### src/brap_pkg.sv
// Package for the board reset, abort and panel block.
// Assumes a single 200 MHz clock domain; no imports anywhere.
package brap_pkg;
   // Clock rate
   localparam int CLK_HZ = 200000000;
   localparam int CLK_PERIOD_NS = 5;
   // Least hold of the backplane system reset
   localparam int SYSRST_HOLD_MS = 200;
   localparam longint SYSRST_HOLD_CYC_L =
      (longint'(SYSRST_HOLD_MS) * CLK_HZ + 999) / 1000;
   localparam int SYSRST_HOLD_CYC = int'(SYSRST_HOLD_CYC_L);
   // Abort switch stable interval before an edge is accepted
   localparam int ABORT_STABLE_MS = 4;
   localparam int ABORT_STABLE_CYC =
      int'((longint'(ABORT_STABLE_MS) * CLK_HZ + 999) / 1000);
   // Power-up reset stretch, in cycles
   localparam int PWRUP_CYC = 1024;
   // Register map
   localparam logic [3:0] ADDR_CTRL = 4'h0;
   localparam logic [3:0] ADDR_STATUS = 4'h1;
   localparam logic [3:0] ADDR_IRQ_STAT = 4'h2;
   localparam logic [3:0] ADDR_IRQ_MASK = 4'h3;
   // Control register bit positions
   localparam int CTL_SYSRST = 0;
   localparam int CTL_LOCRST = 1;
   localparam int CTL_ABORT_EN = 2;
   localparam int CTL_SW_ABORT = 3;
   localparam logic [7:0] CTRL_RESET = 8'h00;
   // Interrupt status bit positions
   localparam int EV_ABORT = 0;
   localparam int EV_SYSRST_IN = 1;
   localparam int EV_WDOG = 2;
   localparam logic [7:0] MASK_RESET = 8'h00;

   typedef enum logic [1:0] {
      BRAP_SR_IDLE = 2'b00,
      BRAP_SR_HOLD = 2'b01
   } brap_sr_state_t;

   // Panel indicator bundle
   typedef struct packed {
      logic checkstop;
      logic board_fault;
      logic cpu_activity;
      logic pci_activity;
      logic power_ok;
      logic sysctl_role;
   } brap_leds_t;
endpackage

### src/brap_top.sv
// Board reset, abort and front-panel status logic.
// Assumes switch and status inputs already synchronous to clk_i;
// low-active pins keep an _n in their name.
//
// Chosen here: strobed register access and the register offsets.
`timescale 1ns/1ps
`default_nettype none

// Functional notes
// Reset push switch resets every on-board device.
// As system controller, reset switch also asserts backplane system reset.
// Backplane reset from switch, power-up, watchdog or software bit.
// Backplane system reset held at least 200 ms once asserted.
// Local reset works whether or not board is system controller.
// Local reset from switch, power-up, watchdog, backplane reset, software.
// Software local-reset bit holds the board in reset while set.
// Abort interrupt raised only while software enables it.
// Abort comes from switch press or software, same event.
// Abort drives the interrupt line and the status port bit.
// Abort is edge triggered and debounced to one event.
// Checkstop lamp lights on processor halt, clears on reset.
// Board fault lamp follows the board fault signal.
// CPU lamp lights while data bus busy is active.
// PCI lamp lights while initiator ready is active.
// System controller lamp lights while in system controller role.
// During reset all lamps light as a lamp test.
// Jumper selects reset vector from 64-bit bank A or 16-bit bank B.
// Abort switch must be stable a few milliseconds before accepted.
module brap_top #(
   parameter int SYSRST_HOLD = brap_pkg::SYSRST_HOLD_CYC,
   parameter int ABORT_STABLE = brap_pkg::ABORT_STABLE_CYC
) (
   input wire logic clk_i,
   input wire logic rst_n_i,
   input wire logic [3:0] addr_i,
   input wire logic [7:0] wdata_i,
   input wire logic wr_i,
   input wire logic rd_i,
   output logic [7:0] rdata_o,
   output logic irq_o,
   input wire logic reset_push_switch_n_i,
   input wire logic abort_push_switch_n_i,
   input wire logic watchdog_expired_i,
   input wire logic sysctl_role_i,
   input wire logic sysreset_n_i,
   input wire logic cpu_halt_i,
   input wire logic board_fault_n_i,
   input wire logic data_bus_busy_n_i,
   input wire logic pci_irdy_n_i,
   input wire logic power_ok_i,
   input wire logic reset_vector_select_jumper_i,
   output logic sysreset_n_o,
   output logic sysreset_oe_n_o,
   output logic local_reset_n_o,
   output logic abort_irq_n_o,
   output logic abort_status_port_bit_o,
   output logic vector_bank_b_o,
   output brap_pkg::brap_leds_t leds_o
);

   // Refuse counts that the counters cannot serve
   if (SYSRST_HOLD < 1 || ABORT_STABLE < 1) begin : g_bad_count
      $error("brap_top: counts must be at least one cycle");
   end

   logic [7:0] miscellaneous_control_reg;
   logic [7:0] irq_stat;
   logic [7:0] irq_mask;
   logic [10:0] pwrup_cnt;
   logic pwrup_active;
   logic [31:0] hold_cnt;
   brap_pkg::brap_sr_state_t sr_state;
   logic sys_src;
   logic loc_src;
   logic sw_abort_pulse;
   logic [31:0] stable_cnt;
   logic abort_filt;
   logic abort_raw_q;
   logic abort_press;
   logic abort_event;
   logic in_reset;
   logic sysrst_in_q;
   logic checkstop;
   logic [7:0] events;
   logic [7:0] next_stat;

   // Power-up reset stretch after the async release
   always_ff @(posedge clk_i or negedge rst_n_i) begin
      if (!rst_n_i) begin
         pwrup_cnt <= 11'h000;
      end else if (pwrup_active) begin
         pwrup_cnt <= pwrup_cnt + 11'h001;
      end
   end
   assign pwrup_active = (pwrup_cnt < 11'(brap_pkg::PWRUP_CYC));

   // Backplane reset sources, only meaningful as system controller
   assign sys_src = sysctl_role_i &
      (!reset_push_switch_n_i | pwrup_active | watchdog_expired_i |
       miscellaneous_control_reg[brap_pkg::CTL_SYSRST]);
   // Local reset sources, independent of role
   assign loc_src = !reset_push_switch_n_i | pwrup_active |
      watchdog_expired_i | !sysreset_n_i |
      miscellaneous_control_reg[brap_pkg::CTL_LOCRST];

   // Backplane reset stretcher; the hold counter restarts while a source
   // stays active, so release is at least the hold after the last one
   always_ff @(posedge clk_i or negedge rst_n_i) begin
      if (!rst_n_i) begin
         sr_state <= brap_pkg::BRAP_SR_IDLE;
         hold_cnt <= 32'h0;
      end else begin
         unique case (sr_state)
            brap_pkg::BRAP_SR_IDLE: begin
               if (sys_src) begin
                  sr_state <= brap_pkg::BRAP_SR_HOLD;
                  hold_cnt <= 32'h0;
               end
            end
            brap_pkg::BRAP_SR_HOLD: begin
               if (sys_src) begin
                  hold_cnt <= 32'h0;
               end else if (hold_cnt >= 32'(SYSRST_HOLD - 1)) begin
                  sr_state <= brap_pkg::BRAP_SR_IDLE;
               end else begin
                  hold_cnt <= hold_cnt + 32'h1;
               end
            end
            default: sr_state <= brap_pkg::BRAP_SR_IDLE;
         endcase
      end
   end

   // Reset outputs; open-drain backplane line, enable low drives
   always_ff @(posedge clk_i or negedge rst_n_i) begin
      if (!rst_n_i) begin
         sysreset_n_o <= 1'b0;
         sysreset_oe_n_o <= 1'b1;
         local_reset_n_o <= 1'b0;
      end else begin
         sysreset_n_o <= 1'b0;
         sysreset_oe_n_o <= !(sys_src |
            (sr_state == brap_pkg::BRAP_SR_HOLD));
         local_reset_n_o <= !loc_src;
      end
   end
   assign in_reset = loc_src;

   // Debounce: accept a new level only after it held ABORT_STABLE cycles
   always_ff @(posedge clk_i or negedge rst_n_i) begin
      if (!rst_n_i) begin
         abort_raw_q <= 1'b0;
         stable_cnt <= 32'h0;
         abort_filt <= 1'b0;
      end else begin
         abort_raw_q <= !abort_push_switch_n_i;
         if (abort_raw_q == abort_filt) begin
            stable_cnt <= 32'h0;
         end else if (stable_cnt >= 32'(ABORT_STABLE - 1)) begin
            abort_filt <= abort_raw_q;
            stable_cnt <= 32'h0;
         end else begin
            stable_cnt <= stable_cnt + 32'h1;
         end
      end
   end
   // Edge of the filtered level, not the level itself
   assign abort_press = (abort_raw_q == abort_filt) ? 1'b0 :
      (abort_raw_q && stable_cnt >= 32'(ABORT_STABLE - 1));
   assign sw_abort_pulse = wr_i && addr_i == brap_pkg::ADDR_CTRL &&
      wdata_i[brap_pkg::CTL_SW_ABORT];
   assign abort_event = abort_press | sw_abort_pulse;

   // Abort interrupt gated by the enable bit; the status port bit is not
   always_ff @(posedge clk_i or negedge rst_n_i) begin
      if (!rst_n_i) begin
         abort_irq_n_o <= 1'b1;
         abort_status_port_bit_o <= 1'b0;
      end else begin
         if (!miscellaneous_control_reg[brap_pkg::CTL_ABORT_EN]) begin
            abort_irq_n_o <= 1'b1;
         end else if (abort_event) begin
            abort_irq_n_o <= 1'b0;
         end else if (wr_i && addr_i == brap_pkg::ADDR_IRQ_STAT &&
                      wdata_i[brap_pkg::EV_ABORT]) begin
            abort_irq_n_o <= 1'b1;
         end
         abort_status_port_bit_o <= abort_filt | sw_abort_pulse;
      end
   end

   // Checkstop latch; cleared only by a board reset
   always_ff @(posedge clk_i or negedge rst_n_i) begin
      if (!rst_n_i) begin
         checkstop <= 1'b0;
      end else if (in_reset) begin
         checkstop <= 1'b0;
      end else if (cpu_halt_i) begin
         checkstop <= 1'b1;
      end
   end

   // Lamps; lamp test overrides every source while in reset
   always_ff @(posedge clk_i or negedge rst_n_i) begin
      if (!rst_n_i) begin
         leds_o <= '1;
      end else if (in_reset) begin
         leds_o <= '1;
      end else begin
         leds_o.checkstop <= checkstop;
         leds_o.board_fault <= !board_fault_n_i;
         leds_o.cpu_activity <= !data_bus_busy_n_i;
         leds_o.pci_activity <= !pci_irdy_n_i;
         leds_o.power_ok <= power_ok_i;
         leds_o.sysctl_role <= sysctl_role_i;
      end
   end

   // Vector bank: jumper high selects 16-bit bank B
   always_ff @(posedge clk_i or negedge rst_n_i) begin
      if (!rst_n_i) begin
         vector_bank_b_o <= 1'b0;
      end else begin
         vector_bank_b_o <= reset_vector_select_jumper_i;
      end
   end

   // Control and mask registers; software abort bit is self clearing
   always_ff @(posedge clk_i or negedge rst_n_i) begin
      if (!rst_n_i) begin
         miscellaneous_control_reg <= brap_pkg::CTRL_RESET;
         irq_mask <= brap_pkg::MASK_RESET;
      end else if (wr_i) begin
         if (addr_i == brap_pkg::ADDR_CTRL) begin
            miscellaneous_control_reg <= wdata_i &
               ~(8'h01 << brap_pkg::CTL_SW_ABORT);
         end
         if (addr_i == brap_pkg::ADDR_IRQ_MASK) begin
            irq_mask <= wdata_i;
         end
      end
   end

   // Sticky events; a set in the clearing cycle wins
   always_comb begin
      events = 8'h00;
      events[brap_pkg::EV_ABORT] = abort_event &
         miscellaneous_control_reg[brap_pkg::CTL_ABORT_EN];
      events[brap_pkg::EV_SYSRST_IN] = !sysreset_n_i & sysrst_in_q;
      events[brap_pkg::EV_WDOG] = watchdog_expired_i;
      next_stat = irq_stat;
      if (wr_i && addr_i == brap_pkg::ADDR_IRQ_STAT) begin
         next_stat = next_stat & ~wdata_i;
      end
      next_stat = next_stat | events;
   end

   always_ff @(posedge clk_i or negedge rst_n_i) begin
      if (!rst_n_i) begin
         irq_stat <= 8'h00;
         sysrst_in_q <= 1'b1;
         irq_o <= 1'b0;
      end else begin
         irq_stat <= next_stat;
         sysrst_in_q <= sysreset_n_i;
         irq_o <= |(next_stat & irq_mask);
      end
   end

   // Read port, data one cycle after the strobe
   always_ff @(posedge clk_i or negedge rst_n_i) begin
      if (!rst_n_i) begin
         rdata_o <= 8'h00;
      end else if (rd_i) begin
         unique case (addr_i)
            brap_pkg::ADDR_CTRL: rdata_o <= miscellaneous_control_reg;
            brap_pkg::ADDR_STATUS: rdata_o <= {2'h0, vector_bank_b_o,
               abort_filt, checkstop, sysctl_role_i,
               !sysreset_oe_n_o, !local_reset_n_o};
            brap_pkg::ADDR_IRQ_STAT: rdata_o <= irq_stat;
            brap_pkg::ADDR_IRQ_MASK: rdata_o <= irq_mask;
            default: rdata_o <= 8'h00;
         endcase
      end else begin
         rdata_o <= 8'h00;
      end
   end

   // Checks; the run counter lets the hold check see the whole drive,
   // since a short fixed repetition cannot span the full hold
   logic [31:0] oe_low_run;
   always_ff @(posedge clk_i or negedge rst_n_i) begin
      if (!rst_n_i) begin
         oe_low_run <= 32'h0;
      end else if (sysreset_oe_n_o) begin
         oe_low_run <= 32'h0;
      end else begin
         oe_low_run <= oe_low_run + 32'h1;
      end
   end

   chk_sysrst_hold: assert property (@(posedge clk_i)
      disable iff (!rst_n_i)
      $rose(!sysreset_oe_n_o) |-> !sysreset_oe_n_o [*8])
      else $error("backplane reset released too early");
   chk_sysrst_span: assert property (@(posedge clk_i)
      disable iff (!rst_n_i)
      !sysreset_oe_n_o ##1 sysreset_oe_n_o
      |-> oe_low_run >= 32'(SYSRST_HOLD))
      else $error("backplane reset drive shorter than the hold");
   chk_switch_sysrst: assert property (@(posedge clk_i)
      disable iff (!rst_n_i)
      !reset_push_switch_n_i && sysctl_role_i |=> !sysreset_oe_n_o)
      else $error("switch did not drive backplane reset");
   chk_no_role_drive: assert property (@(posedge clk_i)
      disable iff (!rst_n_i)
      !sysctl_role_i && sr_state == brap_pkg::BRAP_SR_IDLE
      |=> sysreset_oe_n_o)
      else $error("backplane reset driven outside controller role");
   chk_local_src: assert property (@(posedge clk_i)
      disable iff (!rst_n_i)
      !sysreset_n_i || !reset_push_switch_n_i |=> !local_reset_n_o)
      else $error("local reset missed a source");
   chk_pwrup_local: assert property (@(posedge clk_i)
      disable iff (!rst_n_i)
      pwrup_active |=> !local_reset_n_o)
      else $error("power-up stretch did not hold local reset");
   chk_sw_hold: assert property (@(posedge clk_i)
      disable iff (!rst_n_i)
      miscellaneous_control_reg[brap_pkg::CTL_LOCRST]
      |=> !local_reset_n_o)
      else $error("software hold did not keep reset");
   chk_abort_gate: assert property (@(posedge clk_i)
      disable iff (!rst_n_i)
      !miscellaneous_control_reg[brap_pkg::CTL_ABORT_EN]
      |=> abort_irq_n_o)
      else $error("abort interrupt while disabled");
   chk_sw_abort: assert property (@(posedge clk_i)
      disable iff (!rst_n_i)
      sw_abort_pulse && miscellaneous_control_reg[brap_pkg::CTL_ABORT_EN]
      |=> !abort_irq_n_o && abort_status_port_bit_o)
      else $error("software abort lost");
   chk_lamp_test: assert property (@(posedge clk_i)
      disable iff (!rst_n_i)
      in_reset |=> leds_o == '1)
      else $error("lamp test not lit");
   chk_fault_lamp: assert property (@(posedge clk_i)
      disable iff (!rst_n_i)
      !in_reset && !board_fault_n_i |=> leds_o.board_fault)
      else $error("fault lamp dark");
   chk_checkstop_clr: assert property (@(posedge clk_i)
      disable iff (!rst_n_i)
      in_reset ##1 !in_reset && !cpu_halt_i |=> !leds_o.checkstop)
      else $error("checkstop survived reset");
endmodule

`default_nettype wire

### config.mk
export PLATFORM = sky130hd
export DESIGN_NAME = brap_top
export DESIGN_NICKNAME = d
export VERILOG_FILES = /design/src/brap_pkg.sv /design/src/brap_top.sv
export SDC_FILE = /design/constraint.sdc
export NUM_CORES = 1
export LEC_CHECK = 0
export ABC_CLOCK_PERIOD_IN_PS = 5300
export BUFFER_PORTS_ARGS = -buffer_cell sky130_fd_sc_hd__buf_2
export CORE_MARGIN = 4
export CORE_UTILIZATION = 63
export CTS_CLUSTER_DIAMETER = 80
export DETAILED_ROUTE_END_ITERATION = 8
export MAX_ROUTING_LAYER = met4
export PLACE_DENSITY = 0.87
export RECOVER_POWER = 25
export SLEW_MARGIN = 40
export SYNTH_ARGS = -nofsm -noshare
export SYNTH_HDL_FRONTEND = slang
export SYNTH_SLANG_ARGS = --single-unit
export TNS_END_PERCENT = 50
### constraint.sdc
create_clock -name clk_i -period 5.3 [get_ports clk_i]
set_input_delay 1.06 -clock clk_i [delete_from_list [all_inputs] [get_ports clk_i]]
set_output_delay 1.06 -clock clk_i [all_outputs]
set_load 0.02 [all_outputs]
==> run metrics <==
die footprint=about 10000 sq um; most frequent cells in the layout=dfrtp_1, nor2_1, buf_2; Clock Latency Late Sink=slightly above 0.5 ns; Area Overhead vs Synth=17.70%; synth unique cells=60; Post-synth EDFFs=0; worst reg2reg setup slack=approximately 2.3 ns; Least-Margin Pin Slew=~0.73 ns; Worst-path clk slew=0.06 ns; Hold Violations, Final=0; Tot GR Track Use=0.2657; # rows=33; # IOs=48; routability cong.=roughly 0.86; Core Area=8217 sq um; Core Util, Final=0.7634; commonest non-fill, non-tap cell in the layout=dfrtp_1; status=finished clean; first-pass GRT wire length=between 20000 and 25000 microns; CTS tree=built; Clock Skew=0.007556 ns; routed wire length=~12000 microns; routed vias/inst=~6; RSZ-0062 raised after global routing=false; max frequency=around 330 MHz; die height=approximately 100 microns; post-synthesis sequential area ratio=0.5797; Crit. End Element=register; CP Max Fanout=12; vias in the first global route=a little over 4000; Post-Synthesis Cells=467; max-slew violation count=0; critical path's slowest cell=a2111oi_4; Cell Chain, Critical Path=nor4_1, a221oi_1, a2111oi_4, buf_4, nand3_2, or4_1, a21oi_1; TritonRoute pass-1 iters=5; asr flop ratio synth=1.000; Synth Warn #=0; Pwr per Cell Area=approximately 360 nW/um^2; final critical-path share of the clock period=0.5650; VDD IR max=324.5 uV; first-iteration detailed-routing DRC count=363; min Tclk post-route=between 2 and 3 ns; Sum Neg Setup Slack=0 ns; MaxCap Viol Count=0; largest registers=hold_cnt: 32 flops, stable_cnt: 32 flops, pwrup_cnt: 11 flops; post-cts hold buffer count=0; Static Leakage=0.002854 uW; Worst EP arrival=3.42 ns; FF+latch count, synth=123; Root Driver=clkbuf_8; Post-layout nets=about 560; Post-DP HPWL=about 7100 microns; CTS HTree Levels=4; DR vias=roughly 4000; PostCTS Resize Cnt=0; Slew HR=0.5122; cell area after synthesis=5329 sq um; max incr delay on CP=0.64 ns; GRT overflow=0; hold crit path type=reg -> reg; largest net degree at the start of global routing=86; syn_area_per_cell=~11 sq um; I/O Buffers=46; CTS buffer count=17; Setup CP Type=reg -> reg; share of post-route cells with drive strength above 1=0.2371; Routed Antenna Nets=0; clk buf depth=2; diodes inserted=0; DRC=0; wire length per cell=between 15 and 20 microns; post-CTS setup buffer count=0; Die X=99.97 microns; Initial Utilization=0.6485; Startpoint Class=register; Final setup viols=0; dominant synthesized flop cell=dfrtp_1; # clock sinks=123; antenna violations before repair=0; Req. time, crit path=roughly 5.7 ns
worst paths after layout:
path / startpoint / endpoint / depth (start not counted)
setup / recovery: hold_cnt[23]$_DFFE_PN0P_ / hold_cnt[23]$_DFFE_PN0P_ / 7
hold / removal: pwrup_cnt[8]$_DFFE_PN0N_ / pwrup_cnt[8]$_DFFE_PN0N_ / 1
setup reg to reg: hold_cnt[23]$_DFFE_PN0P_ / hold_cnt[23]$_DFFE_PN0P_ / 7
hold reg to reg: pwrup_cnt[8]$_DFFE_PN0N_ / pwrup_cnt[8]$_DFFE_PN0N_ / 1
max in group asynchronous: rst_n_i / leds_o[1]$_DFF_PN1_ / 2
min in group asynchronous: rst_n_i / stable_cnt[10]$_DFF_PN0_ / 1
cell usage after synthesis, drive strengths merged, types with 7 or more instances:
cell,number,share of area
and3,20,0.024
xor2,28,0.046
nand3,24,0.024
a21oi,10,0.0094
buf,7,0.0089
nand2b,7,0.0082
nor2,58,0.041
inv,8,0.0056
o21ai,8,0.0075
nand4,17,0.020
nand2,35,0.025
dfrtp,114,0.54
and2,9,0.011
dfstp,9,0.044
mux2,20,0.042
xnor2,16,0.026
clkbuf,8,0.0056
critical path, delay by kind of cell (launching register included):
family | cells | cell delay, ns
AND/OR/NAND/NOR | 3 | 1.12
AO/OA/AOI/OAI | 3 | 1.07
flip-flops | 1 | 0.42
buffers and inverters | 1 | 0.30
routing by layer:
metal  share of wire  global-route usage  vias up  routed length, microns
li1                -                   -     1766                       -
met1            0.38              0.3173     1988                    4626
met5               0                   -        -                       0
met3           0.062             0.06602       24                     752
met4           0.021              0.1047        0                     259
met2            0.53              0.4371      189                    6468
logic make-up after synthesis:
group,Yosys count,synth area share
flops,123,0.5797
other cells,1,0.0007037
buf+inv,23,0.02019
compound gates,51,0.06927
xor+xnor,44,0.07232
simple gates,198,0.1916
mux,24,0.05917
fa+ha+maj,3,0.007045
stage by stage:
step / worst slack [ns] / power, uW / cell area, sq um / hold slack [ns] / std cells
finish: 2.306 / 2281 / 6272 / 0.4773 / 649
global route: 2.114 / 2353 / 6272 / 0.4875 / 649
CTS: 2.382 / 2289 / 6269 / 0.4737 / 649
global placement: 2.391 / 1149 / 5668 / 0.4537 / 616
detailed placement: 2.365 / 1156 / 5680 / 0.4612 / 617
floorplan: 2.653 / 1097 / 5374 / 0.4274 / 479
where the power goes:
| part | leakage [uW] | internal, uW | switching, uW |
|---|---|---|---|
| Sequential | 0.00158 | 984 | 32.4 |
| Clock | 0.000287 | 691 | 442 |
| Combinational | 0.000984 | 59.5 | 73.0 |
| Total | 0.00285 | 1730 | 547 |
cell type report:
cell class / instances / area (sq um)
multi-input cells: 333 / 2183
clock inverters: 14 / 160.2
clock buffers: 18 / 427.9
inverters: 8 / 30.03
flip-flops and latches: 123 / 3089
repair buffers: 48 / 250.2
fillers: 497 / 1944
well taps: 105 / 131.4
No activity file was read; power rests on OpenSTA's default activity.
